--- src/hw/amp_fault_pkg.sv ---
// constants, register map and carrier types for the fault/clip register slice
`default_nettype none
package amp_fault_pkg;
   ////////////////////////////////////////////////////////////////////////
   localparam logic [7:0] REG_RSVD_A = 8'h07;
   localparam logic [7:0] REG_FAULT = 8'h08;
   localparam logic [7:0] REG_RSVD_LO = 8'h09;
   localparam logic [7:0] REG_RSVD_HI = 8'h0f;
   localparam logic [7:0] REG_CLIP_MID = 8'h10;
   localparam logic [7:0] REG_CLIP_LOW = 8'h11;

   localparam int RSVD_MSB = 7;
   localparam int RSVD_LSB = 6;
   localparam int OC_SEL_MSB = 5;
   localparam int OC_SEL_LSB = 4;
   localparam int CLK_FLAG_BIT = 3;
   localparam int OC_FLAG_BIT = 2;
   localparam int DC_FLAG_BIT = 1;
   localparam int OT_FLAG_BIT = 0;
   localparam int CLIP_LOW_MSB = 7;
   localparam int CLIP_LOW_LSB = 2;

   localparam logic [1:0] THR_SEL_RESET = 2'h0;
   localparam logic [7:0] CLIP_MID_RESET = 8'hff;
   localparam logic [7:0] CLIP_LOW_RESET = 8'hfc;
   localparam logic [1:0] THR_100 = 2'h0;
   localparam logic [1:0] THR_75 = 2'h1;
   localparam logic [1:0] THR_50 = 2'h2;
   localparam logic [1:0] THR_25 = 2'h3;

   localparam int CLIP_W = 20;
   localparam int UPPER_W = 6;
   localparam int SAMPLE_W = 24;
   localparam int CUR_W = 12;
   localparam logic [3:0] BYTE_BITS = 4'h8;

   ////////////////////////////////////////////////////////////////////////
   typedef enum logic [6:0] {
      BUS_IDLE = 7'h01,
      BUS_ADDR = 7'h02,
      BUS_AACK = 7'h04,
      BUS_WDATA = 7'h08,
      BUS_WACK = 7'h10,
      BUS_RDATA = 7'h20,
      BUS_RACK = 7'h40
   } bus_state_type;

   typedef struct packed {
      logic signed [SAMPLE_W-1:0] left;
      logic signed [SAMPLE_W-1:0] right;
   } stereo_sample_type;

   typedef struct packed {
      logic scl_s1;
      logic scl_s2;
      logic scl_d;
      logic sda_s1;
      logic sda_s2;
      logic sda_d;
      logic sd_s1;
      logic sd_s2;
      bus_state_type bus_state;
      logic [3:0] bit_cnt;
      logic [7:0] shift;
      logic rw;
      logic first;
      logic [7:0] ptr;
      logic sda_oe;
      logic sda_out;
      logic [1:0] thr_sel;
      logic clk_flag;
      logic oc_flag;
      logic dc_flag;
      logic ot_flag;
      logic [7:0] clip_mid;
      logic [7:0] clip_low;
      logic amp_run;
      logic out_valid;
      stereo_sample_type out;
   } state_type;

   localparam state_type STATE_RESET = '{
      scl_s1: 1'b1, scl_s2: 1'b1, scl_d: 1'b1,
      sda_s1: 1'b1, sda_s2: 1'b1, sda_d: 1'b1,
      sd_s1: 1'b0, sd_s2: 1'b0,
      bus_state: BUS_IDLE,
      bit_cnt: 4'h0, shift: 8'h00, rw: 1'b0, first: 1'b0, ptr: 8'h00,
      sda_oe: 1'b0, sda_out: 1'b0,
      thr_sel: THR_SEL_RESET,
      clk_flag: 1'b0, oc_flag: 1'b0, dc_flag: 1'b0, ot_flag: 1'b0,
      clip_mid: CLIP_MID_RESET, clip_low: CLIP_LOW_RESET,
      amp_run: 1'b0, out_valid: 1'b0,
      out: '{left: 24'h000000, right: 24'h000000}
   };
endpackage
`default_nettype wire

--- src/hw/amp_fault_status_clip_regs.sv ---
// fault status and clip threshold registers behind a two-wire control port
// Operation
// - overcurrent select bits 5:4 reset 00; 01/10/11 give 75/50/25 percent
// - clock fault flag bit 3 follows the clock error, never latches
// - overcurrent flag bit 2 latches, halts amplifier until shutdown toggled
// - dc offset flag bit 1 latches, halts amplifier until shutdown toggled
// - overtemp flag bit 0 latches, halts amplifier until shutdown toggled
// - fault register bits 7:6 read zero and cannot be written
// - register 0x10 supplies clip threshold bits 13:6
// - register 0x11 bits 7:2 supply clip threshold bits 5:0
// - shutdown by pin low or control bit low clears latched faults
`default_nettype none
module amp_fault_status_clip_regs #(
   parameter logic [6:0] DEV_ADDR = 7'h6c,
   parameter logic [11:0] OC_NOMINAL = 12'h800
) (
   input wire logic clk, // 125 MHz system clock
   input wire logic rst_b, // async reset, active low
   input wire logic scl_in, // control port clock pin
   input wire logic sda_in, // control port data pin level
   output logic sda_out, // data pin drive value, always low
   output logic sda_oe, // data pin pull-down enable
   input wire logic amp_shutdown_n, // shutdown pin, low = shutdown
   input wire logic sw_shutdown_n, // shutdown control bit, low = shutdown
   input wire logic [amp_fault_pkg::UPPER_W-1:0] clip_upper, // threshold 19:14
   input wire logic clock_error, // clock monitor level
   input wire logic [amp_fault_pkg::CUR_W-1:0] current_mag, // output current
   input wire logic dc_error, // dc offset detector level
   input wire logic overtemp, // die temperature detector level
   input wire logic sample_valid, // input sample strobe
   input wire amp_fault_pkg::stereo_sample_type sample_in, // input samples
   output logic clipped_valid, // output sample strobe
   output var amp_fault_pkg::stereo_sample_type clipped_out, // clipped samples
   output logic amp_run // amplifier allowed to run
);
   import amp_fault_pkg::*;

   if (DEV_ADDR[6:3] == 4'h0 || DEV_ADDR[6:3] == 4'hf) begin : g_addr_chk
      $error("device address falls in a reserved address group");
   end
   if (OC_NOMINAL < 12'h004) begin : g_oc_chk
      $error("nominal overcurrent level too small to scale");
   end

   ////////////////////////////////////////////////////////////////////////
   logic rst_meta_b;
   logic rst_sync_b;
   state_type s_reg;
   state_type s_next;
   logic scl_rise;
   logic scl_fall;
   logic start_cond;
   logic stop_cond;
   logic shut;
   logic oc_trip;
   logic wr_en;
   logic [7:0] fault_read;
   logic [CLIP_W-1:0] clip_level;

   function automatic logic [CUR_W-1:0] oc_limit(input logic [1:0] sel);
      unique case (sel)
         THR_100: oc_limit = OC_NOMINAL;
         THR_75: oc_limit = OC_NOMINAL - (OC_NOMINAL >> 2);
         THR_50: oc_limit = OC_NOMINAL >> 1;
         THR_25: oc_limit = OC_NOMINAL >> 2;
      endcase
   endfunction

   // saturate magnitude so both polarities stay inside the threshold
   function automatic logic signed [SAMPLE_W-1:0] clip_sample(
      input logic signed [SAMPLE_W-1:0] smp,
      input logic [CLIP_W-1:0] th);
      logic signed [SAMPLE_W-1:0] lim;
      lim = {{(SAMPLE_W-CLIP_W){1'b0}}, th};
      if (smp > lim) begin
         clip_sample = lim;
      end else if (smp < -lim) begin
         clip_sample = -lim;
      end else begin
         clip_sample = smp;
      end
   endfunction

   function automatic logic [7:0] reg_read(input logic [7:0] addr,
      input logic [7:0] fault, input logic [7:0] mid, input logic [7:0] low);
      if (addr == REG_FAULT) begin
         reg_read = fault;
      end else if (addr == REG_CLIP_MID) begin
         reg_read = mid;
      end else if (addr == REG_CLIP_LOW) begin
         reg_read = low;
      end else begin
         reg_read = 8'h00;
      end
   endfunction

   ////////////////////////////////////////////////////////////////////////
   always_ff @(posedge clk or negedge rst_b) begin
      if (!rst_b) begin
         rst_meta_b <= 1'b0;
         rst_sync_b <= 1'b0;
      end else begin
         rst_meta_b <= 1'b1;
         rst_sync_b <= rst_meta_b;
      end
   end

   assign scl_rise = s_reg.scl_s2 & ~s_reg.scl_d;
   assign scl_fall = ~s_reg.scl_s2 & s_reg.scl_d;
   assign start_cond = s_reg.scl_s2 & s_reg.scl_d & s_reg.sda_d & ~s_reg.sda_s2;
   assign stop_cond = s_reg.scl_s2 & s_reg.scl_d & ~s_reg.sda_d & s_reg.sda_s2;
   assign shut = ~s_reg.sd_s2 | ~sw_shutdown_n;
   assign oc_trip = current_mag > oc_limit(s_reg.thr_sel);
   assign wr_en = (s_reg.bus_state == BUS_WDATA) && scl_fall && !start_cond
      && !stop_cond && s_reg.bit_cnt == BYTE_BITS && !s_reg.first;
   assign clip_level = {clip_upper, s_reg.clip_mid,
      s_reg.clip_low[CLIP_LOW_MSB:CLIP_LOW_LSB]};

   always_comb begin
      fault_read = 8'h00;
      fault_read[RSVD_MSB:RSVD_LSB] = 2'h0;
      fault_read[OC_SEL_MSB:OC_SEL_LSB] = s_reg.thr_sel;
      fault_read[CLK_FLAG_BIT] = s_reg.clk_flag;
      fault_read[OC_FLAG_BIT] = s_reg.oc_flag;
      fault_read[DC_FLAG_BIT] = s_reg.dc_flag;
      fault_read[OT_FLAG_BIT] = s_reg.ot_flag;
   end

   ////////////////////////////////////////////////////////////////////////
   always_comb begin
      logic [7:0] rd;
      rd = 8'h00;
      s_next = s_reg;
      s_next.scl_s1 = scl_in;
      s_next.scl_s2 = s_reg.scl_s1;
      s_next.scl_d = s_reg.scl_s2;
      s_next.sda_s1 = sda_in;
      s_next.sda_s2 = s_reg.sda_s1;
      s_next.sda_d = s_reg.sda_s2;
      s_next.sd_s1 = amp_shutdown_n;
      s_next.sd_s2 = s_reg.sd_s1;
      s_next.sda_out = 1'b0;
      // start and stop override any byte in progress
      if (start_cond) begin
         s_next.bus_state = BUS_ADDR;
         s_next.bit_cnt = 4'h0;
         s_next.sda_oe = 1'b0;
      end else if (stop_cond) begin
         s_next.bus_state = BUS_IDLE;
         s_next.sda_oe = 1'b0;
      end else begin
         unique case (s_reg.bus_state)
            BUS_IDLE: begin
               s_next.sda_oe = 1'b0;
            end
            BUS_ADDR: begin
               if (scl_rise) begin
                  s_next.shift = {s_reg.shift[6:0], s_reg.sda_s2};
                  s_next.bit_cnt = s_reg.bit_cnt + 4'h1;
               end else if (scl_fall && s_reg.bit_cnt == BYTE_BITS) begin
                  if (s_reg.shift[7:1] == DEV_ADDR) begin
                     s_next.rw = s_reg.shift[0];
                     s_next.sda_oe = 1'b1;
                     s_next.bus_state = BUS_AACK;
                  end else begin
                     s_next.bus_state = BUS_IDLE;
                  end
               end
            end
            BUS_AACK: begin
               if (scl_fall) begin
                  s_next.bit_cnt = 4'h0;
                  if (s_reg.rw) begin
                     rd = reg_read(s_reg.ptr, fault_read, s_reg.clip_mid,
                        s_reg.clip_low);
                     s_next.shift = {rd[6:0], 1'b0};
                     s_next.sda_oe = ~rd[7];
                     s_next.bus_state = BUS_RDATA;
                  end else begin
                     s_next.sda_oe = 1'b0;
                     s_next.first = 1'b1;
                     s_next.bus_state = BUS_WDATA;
                  end
               end
            end
            BUS_WDATA: begin
               if (scl_rise) begin
                  s_next.shift = {s_reg.shift[6:0], s_reg.sda_s2};
                  s_next.bit_cnt = s_reg.bit_cnt + 4'h1;
               end else if (scl_fall && s_reg.bit_cnt == BYTE_BITS) begin
                  s_next.sda_oe = 1'b1;
                  s_next.bit_cnt = 4'h0;
                  s_next.bus_state = BUS_WACK;
                  s_next.first = 1'b0;
                  // first data byte is the register pointer
                  s_next.ptr = s_reg.first ? s_reg.shift : s_reg.ptr + 8'h01;
               end
            end
            BUS_WACK: begin
               if (scl_fall) begin
                  s_next.sda_oe = 1'b0;
                  s_next.bus_state = BUS_WDATA;
               end
            end
            BUS_RDATA: begin
               if (scl_rise) begin
                  s_next.bit_cnt = s_reg.bit_cnt + 4'h1;
               end else if (scl_fall) begin
                  if (s_reg.bit_cnt == BYTE_BITS) begin
                     s_next.sda_oe = 1'b0;
                     s_next.bus_state = BUS_RACK;
                  end else begin
                     s_next.sda_oe = ~s_reg.shift[7];
                     s_next.shift = {s_reg.shift[6:0], 1'b0};
                  end
               end
            end
            BUS_RACK: begin
               if (scl_rise) begin
                  if (s_reg.sda_s2) begin
                     s_next.bus_state = BUS_IDLE;
                  end else begin
                     s_next.ptr = s_reg.ptr + 8'h01;
                  end
               end else if (scl_fall) begin
                  rd = reg_read(s_reg.ptr, fault_read, s_reg.clip_mid,
                     s_reg.clip_low);
                  s_next.shift = {rd[6:0], 1'b0};
                  s_next.sda_oe = ~rd[7];
                  s_next.bit_cnt = 4'h0;
                  s_next.bus_state = BUS_RDATA;
               end
            end
            default: begin
               s_next.bus_state = BUS_IDLE;
               s_next.sda_oe = 1'b0;
            end
         endcase
      end
      // flags are read-only: a fault register write lands on the select only
      if (wr_en) begin
         if (s_reg.ptr == REG_FAULT) begin
            s_next.thr_sel = s_reg.shift[OC_SEL_MSB:OC_SEL_LSB];
         end else if (s_reg.ptr == REG_CLIP_MID) begin
            s_next.clip_mid = s_reg.shift;
         end else if (s_reg.ptr == REG_CLIP_LOW) begin
            s_next.clip_low = s_reg.shift;
         end
      end
      s_next.clk_flag = clock_error;
      // set beats clear so a fault during shutdown is not lost
      s_next.oc_flag = oc_trip | (s_reg.oc_flag & ~shut);
      s_next.dc_flag = dc_error | (s_reg.dc_flag & ~shut);
      s_next.ot_flag = overtemp | (s_reg.ot_flag & ~shut);
      s_next.amp_run = ~shut & ~s_reg.clk_flag & ~s_reg.oc_flag
         & ~s_reg.dc_flag & ~s_reg.ot_flag;
      s_next.out_valid = sample_valid;
      if (sample_valid) begin
         if (s_reg.amp_run) begin
            s_next.out.left = clip_sample(sample_in.left, clip_level);
            s_next.out.right = clip_sample(sample_in.right, clip_level);
         end else begin
            s_next.out = '0;
         end
      end
   end

   always_ff @(posedge clk or negedge rst_sync_b) begin
      if (!rst_sync_b) begin
         s_reg <= STATE_RESET;
      end else begin
         s_reg <= s_next;
      end
   end

   assign sda_out = s_reg.sda_out;
   assign sda_oe = s_reg.sda_oe;
   assign amp_run = s_reg.amp_run;
   assign clipped_valid = s_reg.out_valid;
   assign clipped_out = s_reg.out;
endmodule
`default_nettype wire

--- config.mk ---
export PLATFORM = sky130hd
export DESIGN_NAME = amp_fault_status_clip_regs
export DESIGN_NICKNAME = d
export VERILOG_FILES = /design/src/hw/amp_fault_pkg.sv /design/src/hw/amp_fault_status_clip_regs.sv
export SDC_FILE = /design/constraint.sdc
export NUM_CORES = 1
export LEC_CHECK = 0
export ABC_CLOCK_PERIOD_IN_PS = 4700
export BUFFER_PORTS_ARGS = -buffer_cell sky130_fd_sc_hd__buf_2
export CAP_MARGIN = 20
export CORE_UTILIZATION = 59
export CTS_CLUSTER_SIZE = 30
export DETAILED_ROUTE_END_ITERATION = 6
export GPL_TIMING_DRIVEN = 1
export PLACE_DENSITY = 0.78
export SLEW_MARGIN = 10
export SYNTH_ARGS = -nofsm -noshare
export SYNTH_HDL_FRONTEND = slang
export SYNTH_SLANG_ARGS = --single-unit
--- constraint.sdc ---
create_clock -name clk -period 4.7 [get_ports clk]
set_clock_uncertainty 0.1 [all_clocks]
set_input_delay 0.94 -clock clk [delete_from_list [all_inputs] [get_ports clk]]
set_output_delay 0.94 -clock clk [all_outputs]
set_load 0.005 [all_outputs]
=== Word level (Yosys, flattened, before mapping) ===
Index checks and enable logic that the tools add are counted.

* Register bits after elaboration: 112
* Input bits: 76

* Add/subtract/negate cells: 3
* Magnitude comparators: 5
* Equality and inequality tests: 51
* Mux-type cells: 74
* Bitwise gates (word level): 37
* Reductions and logical operators: 24

{| class="wikitable"
|+ Operator list
! operator !! count
|-
| $mux W8 || 21
|-
| $mux W24 || 4
|-
| $mux W7 || 10
|-
| $pmux W12 S5 || 1
|-
| $pmux W7 S7 || 1
|-
| $gt A24 B21 Y1 || 2
|-
| $lt A24 B24 Y1 || 2
|-
| $mux W48 || 1
|-
| $pmux W12 S4 || 1
|-
| $ne A4 B4 Y1 const B || 11
|-
| $mux W19 || 2
|-
| $ne A2 B2 Y1 const B || 14
|-
| $mux W12 || 2
|-
| $neg A20 Y24 || 1
|-
| $reduce_and A12 Y1 || 2
|-
| $mux W11 || 2
|-
| $mux W22 || 1
|-
| $mux W10 || 2
|-
| $mux W1 || 19
|-
| $not A1 Y1 || 19
|-
| $ne A3 B3 Y1 const B || 6
|-
| $eq A8 B5 Y1 const B || 2
|-
| $pmux W8 S2 || 1
|-
| $and A1 B1 Y1 || 14
|-
| 36 further kinds || 53
|}

=== Longest topological paths before layout ===
Gate-level depths: netlist of the first run.

* Depth after elaboration: 15
* Mapped depth: 18
* Gate-level depth less buffers: 17

=== Worst setup path before layout of the first run ===
Ideal clock, no wire load.

* Kind: input to register
* From: input port clip_upper[0] (netlist name)
* To: register s_reg, in the netlist clipped_out[29]
* Setup time: 0.131 ns
* Arrival: 4.222 ns
* Required time: 4.469 ns
* Path slack: 0.247 ns
* Cell stages on the path: 13
* Path buffers: 1
* Cell sequence: or4_4 nor3_1 xnor2_1 ha_1 and4_1 a221o_1 a41oi_1 a2111oi_1 a211oi_1 a21oi_2 buf_4 a41oi_1 o21ai_1

* Longest elaborated chain between the ends: 5
* Elaborated cells on any way between the ends: 6
* Those cells by class: add/sub: 1; order compare: 2; mux: 3

{| class="wikitable"
|+ RTL lines
! item !! line !! text
|-
| from (decl) || amp_fault_status_clip_regs.sv:25 || <nowiki>input wire logic [amp_fault_pkg::UPPER_W-1:0] clip_upper,</nowiki>
|-
| $neg A20 Y24 || amp_fault_status_clip_regs.sv:77 || <nowiki>end else if (smp < -lim) begin</nowiki>
|-
| $lt A24 B24 Y1 || amp_fault_status_clip_regs.sv:77 ||
|-
| $mux W24 || amp_fault_status_clip_regs.sv:77 ||
|-
| $mux W24 * || amp_fault_status_clip_regs.sv:75 || <nowiki>if (smp > lim) begin</nowiki>
|-
| $mux W48 * || amp_fault_status_clip_regs.sv:259 || <nowiki>if (s_reg.amp_run) begin</nowiki>
|-
| to (signal assigned) || amp_fault_status_clip_regs.sv:272 || <nowiki>s_reg <= s_next;</nowiki>
|-
| to (decl) || amp_fault_status_clip_regs.sv:48 || <nowiki>state_type s_reg;</nowiki>
|}

Mark *: on every way between the ends. The rest lies on a longest branch, timed or not.
A chain may end at the register's enable or synchronous reset.

=== Final worst setup path of the first run ===
* From: register s_reg, in the netlist clip_level[0]
* To: register s_reg, in the netlist clipped_out[19]

* Longest elaborated chain between the ends: 5
* Elaborated cells on any way between the ends: 6
* Those cells by class: add/sub: 1; order compare: 2; mux: 3

{| class="wikitable"
|+ RTL lines
! item !! line
|-
| $neg A20 Y24 || amp_fault_status_clip_regs.sv:77, amp_fault_status_clip_regs.sv:78
|-
| $lt A24 B24 Y1 || amp_fault_status_clip_regs.sv:77
|-
| $mux W24 || amp_fault_status_clip_regs.sv:77
|-
| $mux W24 * || amp_fault_status_clip_regs.sv:75
|-
| $mux W48 * || amp_fault_status_clip_regs.sv:259
|}

Marks and branches as above.

==> impl_metrics.tcl, run 1 <==
set metrics [dict create \
    status "finished, violations left" \
    violations "DRC" \
    grt_max_degree 78 \
    hold_viol_final 0 \
    synth_top_family_by_area "compound AO/OA/AOI/OAI gates" \
    routabilityCongestion 1.00 \
    p_leak_uw 0.00487 \
    setup.worst_path.start_class "register" \
    synth_fp_nets 1172 \
    synth_area_leaders "dfrtp_1 (25%), ha_1 (13%), dfstp_2 (6.1%), buf_4 (4.4%), mux2_2 (3.5%)" \
    critPathCaptureType "register" \
    insertion_delay_ps 360 \
    crit_fanout 16 \
    ir_worst_vdd_v 0.000273 \
    critPathSlowestCell "or4_4" \
    clock_sinks 112 \
    diodes 0 \
    cts_tree "yes" \
    wl_mm 26.1 \
    drc_errors 6 \
    clock.fmax_ghz 0.221 \
    drv_cap 0 \
    rows 44 \
    fp.dieW_um 126 \
    power.density_nw_per_um2 230 \
    period_share_pct 96.3 \
    cts-root-buf "clkbuf_16" \
    netlist_instances 1003 \
    antenna_found_initial 0 \
    cts_max_level 3 \
    layout_commonest_cell "buf_2" \
    worstSetupStartpoint "clip_level[0]$_DFFE_PN1P_" \
    layout_common_cells "buf_2 (126), ha_1 (93), dfrtp_1 (90)" \
    postPlaceCellArea_um2 9780 \
    grt_overflow_total 0 \
    crit_arrival_ps 4670 \
    path_clk_slew_ps 80 \
    crit_top_cell "buf_4" \
    critPathKind "register to register" \
    core-area_um2 14700 \
    grt_pass1_vias 7831 \
    ys_warn_count 0 \
    fin_util_pct 69.2 \
    worstPathRequired_ps 4840 \
    drt_iter0_markers 1128 \
    netlist-cell-type-count 78 \
    syn_avg_cell_area_um2 8.99 \
    path_depth 16 \
    chipHeight_um 126 \
    syn_area_um2 9020 \
    stdcell_area_um2 10200 \
    cts_buffers 9 \
    area_growth_pct 12.8 \
    synthFlopType "dfrtp_1" \
    hold_class "register to async pin" \
    crit_chain "or4_4, nor4_1, xnor2_1, inv_1, ha_1, a211o_1, a2111oi_1, buf_4, nor2_1, o211ai_1, a221oi_4, buf_4, or2_4, buf_4, a21oi_1, o21ai_0" \
    num_vias 8438 \
    critical_path.max_stage_delay_ps 530 \
    fin_cells 1293 \
    ys_async_sr_fraction_pct 100 \
    r2r-start "clip_level[0]$_DFFE_PN1P_" \
    viasPerCell 6.53 \
    die_area_um2 15800 \
    yosys.area_share.simple_pct 17.0 \
    synth_edf_count 0 \
    detail-route-antenna-nets 0 \
    grt_use_total_pct 33.8 \
    synth-seq-area-share_pct 31.4 \
    crit_family "compound AO/OA/AOI/OAI gates" \
    io_pins 128 \
    synth_top_area_share_pct 25.3 \
    reg2regPathDepth 16 \
    synth_xor_xnor_area_share_pct 3.00 \
    dpl.cell_count 1276 \
    cp_num_buf_inv 4 \
    ys_ff_latch 112 \
    rsz0062_at_grt "true" \
    drv_slew 0 \
    wire_per_inst_um 20.1 \
    io_buffers 126 \
    n_fill_cell 1184 \
    hpwl_mm 19.7 \
    largest_reg_flops 48 \
    layout-drive-gt1-share_pct 25.3 \
    drt-pass1-iter-count 7 \
    maxSlewHeadroom_pct 46.6 \
    fin_crit_ps 4530 \
    final_nets 1273 \
    yosys.area.top_type "dfrtp_1" \
    setup_viol 0 \
    synth_mux_area_share_pct 5.94 \
    initial_core_util_pct 61.3 \
    cts.path.max_buffers 2 \
    total_power_uw 2340 \
    tightest_slew_ps 802 \
    synth_compound_area_share_pct 20.5 \
    synthAdderAreaFrac_pct 13.0 \
    grt_pass1_wl_mm 41.6 \
]
-- final timing paths --
| check | endpoint | slack (ps) |
|---|---|---|
| max | clipped_out[19]$_DFFE_PN0P_ | 170 |
| min | clipped_out[26]$_DFFE_PN0P_ | 210 |
| max reg2reg | clipped_out[19]$_DFFE_PN0P_ | 170 |
| min reg2reg | clipped_out[26]$_DFFE_PN0P_ | 210 |
| max in group asynchronous | clip_level[5]$_DFFE_PN1P_ | 3420 |
| min in group clk | s_reg[103]$_DFF_PN0_ | 260 |
-- layout make-up --
cell class,instances,area [um^2],area share [%]
well taps,184,230,2.26
clock inverters,6,82.6,0.812
flip-flops and latches,112,2830,27.8
clock buffers,10,229,2.25
multi-input cells,729,5440,53.4
repair buffers,184,1110,10.9
inverters,68,255,2.51
-- synthesized netlist by cell type (6+ instances only) --
cell       instances
nand2_1           72
a222oi_1           8
and3_1             8
nand2b_1           7
dfrtp_1           91
nor2b_1            8
mux2_2            28
ha_1              93
o21a_1             7
inv_1             67
xnor2_1           15
nor3_1            29
and2_1             7
a31oi_1           10
a21oi_1           46
a211oi_1           8
o221ai_1           8
buf_2              6
a22oi_1           29
dfstp_2           21
nor4_1            17
nand3_1           28
o2bb2ai_1          8
nor2_1            63
mux2i_1           22
buf_4             53
a21o_1            19
o21ai_0           60
o211ai_1          14
nand4_1           13
clkbuf_1          34
-- cell families (layout without fill, tap and decap cells) --
| group | Yosys count | in the layout |
|---|---|---|
| adder cells (fa/ha/maj) | 94 | 94 |
| AO/OA/AOI/OAI | 269 | 269 |
| buffers and inverters | 162 | 268 |
| multiplexers | 50 | 50 |
| AND/OR/NAND/NOR | 291 | 291 |
| other | 2 | 2 |
| flip-flops | 112 | 112 |
| XOR/XNOR | 23 | 23 |
-- worst register-to-register path, stage by stage, from the launching register on --
cell	delay, ps
dfstp_2	400
or4_4	530
nor4_1	270
xnor2_1	190
inv_1	80
ha_1	290
a211o_1	340
a2111oi_1	470
buf_4	190
nor2_1	60
o211ai_1	340
a221oi_4	120
buf_4	230
or2_4	310
buf_4	180
a21oi_1	190
o21ai_0	100
-- through the flow --
step	hold WS [ps]	worst slack, ps	TNS, ps
CTS	233	41.9	0
global route	236	-25.9	-34.1
global placement	236	-105	-1460
finish	210	174	0
floorplan	231	247	0
detailed placement	236	-114	-1200
-- layer usage --
metal	track usage, %	share of wire [%]	vias up
met5	0	0	-
met4	12.2	2.7	0
met3	5.95	11	65
met2	49.0	42	527
met1	50.3	45	3962
li1	-	-	3884
-- report_power, final --
part	total (uW)	internal, uW	switching (uW)
combinational	458	195	264
clock	832	428	404
sequential	1050	1000	43.2
-- what timing repair did --
action                     in CTS  in global routing
pin swaps                       0                  3
setup endpoints to repair       1                 40
buffers inserted                0                  0
hold endpoints to repair        0                  0
gates cloned                    0                  0
hold buffers                    0                  0
resized for setup               1                 12
(Power assumes the default switching activity.)
==> run 2: changes to the inputs <==
--- a/config.mk
+++ b/config.mk
@@ -13,6 +13,7 @@
 export DETAILED_ROUTE_END_ITERATION = 6
 export GPL_TIMING_DRIVEN = 1
 export PLACE_DENSITY = 0.78
+export REMOVE_ABC_BUFFERS = 1
 export SLEW_MARGIN = 10
 export SYNTH_ARGS = -nofsm -noshare
 export SYNTH_HDL_FRONTEND = slang
==> impl_metrics.tcl, run 2 (synthesis gave the netlist of run 1 again) <==
set metrics [dict create \
    status "finished, violations left" \
    violations "DRC" \
    io_buffers 126 \
    postPlaceCellArea_um2 9630 \
    rows 44 \
    layout_commonest_cell "buf_2" \
    multiInputGateArea_um2 5420 \
    final_nets 1254 \
    drv_slew 0 \
    diodes 0 \
    grt_max_degree 74 \
    wire_per_inst_um 20.8 \
    initial_core_util_pct 61.3 \
    crit_family "compound AO/OA/AOI/OAI gates" \
    maxSlewHeadroom_pct 34.7 \
    cts_tree "yes" \
    drv_cap 0 \
    clock.fmax_ghz 0.223 \
    cts-root-buf "clkbuf_16" \
    core-area_um2 14700 \
    critPathCaptureType "register" \
    hold_viol_final 0 \
    grt_overflow_total 0 \
    ctsHoldBuffers 0 \
    n_fill_cell 1188 \
    drt_iter0_markers 1118 \
    crit_arrival_ps 4670 \
    crit_chain "inv_1, ha_1, nor4b_4, nand4_1, buf_4, nor2_1, xnor2_1, inv_1, ha_1, and4_1, a221o_1, a41oi_2, a2111oi_2, o31a_1, buf_4, a2111oi_0, o21ai_0, o221ai_1" \
    crit_path_end "clipped_out[34]$_DFFE_PN0P_" \
    critical_path.max_stage_delay_ps 420 \
    grt_use_total_pct 34.3 \
    cts.path.max_buffers 2 \
    hold_class "primary input to async pin" \
    worstPathRequired_ps 4890 \
    die_area_um2 15800 \
    largest_reg_flops 48 \
    path_clk_slew_ps 80 \
    fp.dieW_um 126 \
    crit_fanout 7 \
    critPathSlowestCell "dfstp_2" \
    rsz0062_at_grt "false" \
    total_power_uw 2310 \
    ir_worst_vdd_v 0.000182 \
    drt-pass1-iter-count 7 \
    insertion_delay_ps 380 \
    layout-drive-gt1-share_pct 23.8 \
    drc_errors 8 \
    p_leak_uw 0.00477 \
    num_vias 8474 \
    viasPerCell 6.65 \
    setup.worst_path.start_class "register" \
    layout_common_cells "buf_2 (126), ha_1 (93), dfrtp_1 (90)" \
    critPathKind "register to register" \
    fin_util_pct 68.0 \
    worstSetupStartpoint "clip_level[1]$_DFFE_PN1P_" \
    tightest_slew_ps 979 \
    reg2reg_slack_ps 220 \
    r2r_end "clipped_out[34]$_DFFE_PN0P_" \
    cp_num_buf_inv 4 \
    seqCellArea_um2 2830 \
    routabilityCongestion 0.966 \
    period_share_pct 95.3 \
    power.density_nw_per_um2 232 \
    clock_sinks 112 \
    fin_cells 1274 \
    wl_mm 26.5 \
    finalSetupTns_ps 0 \
    grt_pass1_wl_mm 42.2 \
    io_pins 128 \
    area_growth_pct 10.8 \
    antenna_found_initial 0 \
    r2r-start "clip_level[1]$_DFFE_PN1P_" \
    setup_viol 0 \
    grt_pass1_vias 7823 \
    reg2regPathDepth 18 \
    dpl.cell_count 1257 \
    detail-route-antenna-nets 0 \
    chipHeight_um 126 \
    cts_buffers 9 \
    cts_max_level 3 \
    stdcell_area_um2 9990 \
    path_depth 18 \
    fin_crit_ps 4480 \
    hpwl_mm 19.9 \
]
run 2: stage by stage:
step	hold slack, ps	setup WS [ps]
floorplan	231	-438
global placement	234	173
detailed placement	236	-22.2
CTS	237	207
global route	231	21.6
finish	233	220
run 2: final cells by class:
cell class,instances,share of cell area (%)
sequential,112,28.3
clock buffer,10,2.39
inverter,68,2.55
clock inverter,6,0.676
multi-input combinational,729,54.2
tap,184,2.30
timing repair buffer,165,9.49
run 2: power by group:
| group | switching [uW] | internal [uW] |
|---|---|---|
| Combinational | 258 | 189 |
| Sequential | 49.7 | 1000 |
| Clock | 418 | 394 |
| Total | 727 | 1590 |
run 2: per-layer routing:
| layer | global-route usage [%] | wire length (um) |
|---|---|---|
| met5 | 0 | 0 |
| met3 | 8.03 | 2640 |
| met1 | 50.0 | 12000 |
| met2 | 49.6 | 11200 |
| met4 | 12.3 | 748 |
run 2: worst min path at each step:
stage / to / slack [ps] / depth (start not counted)
after global placement: s_reg[103]$_DFF_PN0_ / 230 / 0
final: rst_sync_b$_DFF_PN0_ / 230 / 1
after floorplan: rst_sync_b$_DFF_PN0_ / 230 / 0
after detailed placement: s_reg[103]$_DFF_PN0_ / 240 / 0
after global routing: rst_sync_b$_DFF_PN0_ / 230 / 1
after CTS: rst_sync_b$_DFF_PN0_ / 240 / 1
run 2: worst register-to-register path: cells and delay by family, from the launching register on:
kind / cells / cell delay, ps
flops: 1 / 420
compound gates: 7 / 1680
simple gates: 4 / 830
buf+inv: 4 / 670
fa+ha+maj: 2 / 530
xor+xnor: 1 / 160
run 2: timing repair:
item / CTS / global route
gates resized for setup: 0 / 7
setup endpoints to repair: 0 / 18
buffers inserted: 0 / 1
==> run 3: changes to the inputs <==
--- a/config.mk
+++ b/config.mk
@@ -12,7 +12,7 @@
 export CTS_CLUSTER_SIZE = 30
 export DETAILED_ROUTE_END_ITERATION = 6
 export GPL_TIMING_DRIVEN = 1
-export PLACE_DENSITY = 0.78
+export PLACE_DENSITY_LB_ADDON = 0.3
 export REMOVE_ABC_BUFFERS = 1
 export SLEW_MARGIN = 10
 export SYNTH_ARGS = -nofsm -noshare
==> impl_metrics.tcl, run 3 (synthesis gave the netlist of run 1 again) <==
set metrics [dict create \
    ctsHoldBuffers 0 \
    antenna_found_initial 0 \
    routabilityCongestion 0.950 \
    fp.dieW_um 126 \
    cts_tree "yes" \
    setup.worst_path.start_class "register" \
    crit_fanout 23 \
    wl_mm 26.4 \
    status "finished, violations left" \
    cts-root-buf "clkbuf_16" \
    area_growth_pct 10.7 \
    clock_sinks 112 \
    insertion_delay_ps 370 \
    wire_per_inst_um 20.7 \
    period_share_pct 97.2 \
    setup_viol 0 \
    power.density_nw_per_um2 231 \
    pre_cts_slack_ps -220 \
    diodes 0 \
    layout-drive-gt1-share_pct 23.7 \
    path_clk_slew_ps 90 \
    postPlaceCellArea_um2 9650 \
    chipHeight_um 126 \
    drv_slew 0 \
    cts_buffers 9 \
    cts_max_level 3 \
    drv_cap 0 \
    critPathCaptureType "register" \
    holdWs_ps 236 \
    io_buffers 126 \
    fin_ws_ps 134 \
    p_leak_uw 0.00475 \
    num_vias 8442 \
    largest_reg_flops 48 \
    dpl.cell_count 1259 \
    rsz0062_at_grt "false" \
    layout_common_cells "buf_2 (126), ha_1 (93), dfrtp_1 (90)" \
    layout_commonest_cell "buf_2" \
    drt_iter0_markers 1085 \
    fin_crit_ps 4570 \
    r2r-start "clip_level[1]$_DFFE_PN1P_" \
    viasPerCell 6.62 \
    io_pins 128 \
    drt-pass1-iter-count 7 \
    tightest_slew_ps 1000 \
    post_cts_buffers 0 \
    grt_pass1_wl_mm 42.3 \
    reg2reg_slack_ps 130 \
    drc_errors 12 \
    grt_pass1_vias 7943 \
    stdcell_area_um2 9980 \
    hold_viol_final 0 \
    final_nets 1255 \
    grt_use_total_pct 34.2 \
    violations "DRC" \
    fin_cells 1275 \
    grt_max_degree 69 \
    crit_arrival_ps 4720 \
    initial_core_util_pct 61.3 \
    hpwl_mm 19.7 \
    cts.path.max_buffers 2 \
    clock.fmax_ghz 0.219 \
    reg2regPathDepth 19 \
    core-area_um2 14700 \
    detail-route-antenna-nets 0 \
    rows 44 \
    worstPathRequired_ps 4860 \
    r2r_end "clipped_out[39]$_DFFE_PN0P_" \
    ir_worst_vdd_v 0.000239 \
    grt_overflow_total 0 \
    hold_class "primary input to async pin" \
    maxSlewHeadroom_pct 32.9 \
    critPathKind "register to register" \
    die_area_um2 15800 \
]
[run 3: changes by cell type in the layout (fill, tap and decap cells not counted), sizes merged]
cell,previous run,this run
clkbuf,10,9
buf,165,166
inv,71,69
clkinvlp,0,1
clkinv,3,5
[run 3: area by class of cell]
cell class | count | area, um^2
Inverter | 68 | 255
Multi-Input combinational cell | 729 | 5390
Clock buffer | 9 | 225
Timing Repair Buffer | 166 | 960
Tap cell | 184 | 230
Sequential cell | 112 | 2830
Fill cell | 1235 | 4720
Clock inverter | 7 | 86.3
[run 3: per-layer routing]
metal  GRT usage [%]  vias to the layer above  wire length [um]
met2            49.8                      505             11200
met3            5.44                       67              2860
li1                -                     3834                 -
met1            50.4                     4036             11600
met5               0                        -                 0
met4            14.0                        0               781
[run 3: worst max-delay path, stage by stage, from the launching register on]
cell       delay [ps]
dfstp_2           400
inv_1             130
ha_1              230
nor4b_2           320
nand4_1           250
buf_4             230
nor2_1            120
xnor2_1           170
inv_1             130
ha_1              200
a21o_1            150
a21o_1            170
a221o_1           300
a41oi_1           220
a2111oi_2         130
a211oi_2          480
a21oi_4           140
buf_12            200
a311oi_1          280
o21ai_1            80
[run 3: through the flow]
step / setup TNS (ps) / total power [uW] / utilization, %
after floorplan: -9210 / 1320 / -
after global placement: -141 / 1490 / 65.7
after detailed placement: -3330 / 1500 / 65.7
after CTS: 0 / 2300 / 67.8
after global routing: 0 / 2410 / 67.9
final: 0 / 2310 / 67.9
[run 3: worst max-delay path by stage]
stage / start / to / slack [ps] / cells after the start
final: clip_level[1]$_DFFE_PN1P_ / clipped_out[39]$_DFFE_PN0P_ / 130 / 19
after global routing: clip_level[0]$_DFFE_PN1P_ / clipped_out[39]$_DFFE_PN0P_ / 2 / 16
after CTS: clip_level[1]$_DFFE_PN1P_ / clipped_out[26]$_DFFE_PN0P_ / 140 / 19
after detailed placement: clip_upper[0] / clipped_out[39]$_DFFE_PN0P_ / -220 / 14
after global placement: clip_upper[0] / clipped_out[39]$_DFFE_PN0P_ / -60 / 15
after floorplan: clip_upper[0] / clipped_out[26]$_DFFE_PN0P_ / -440 / 14
[run 3: what timing repair did]
| item | CTS | global route |
|---|---|---|
| resized for setup | 1 | 4 |
| setup endpoints to repair | 1 | 24 |
| endpoints found under the hold margin | 0 | 0 |
[run 3: power by group]
group | switching (uW) | total (uW) | internal [uW]
Sequential | 48.7 | 1050 | 1000
Clock | 427 | 810 | 383
Combinational | 258 | 445 | 187
Total | 734 | 2310 | 1570
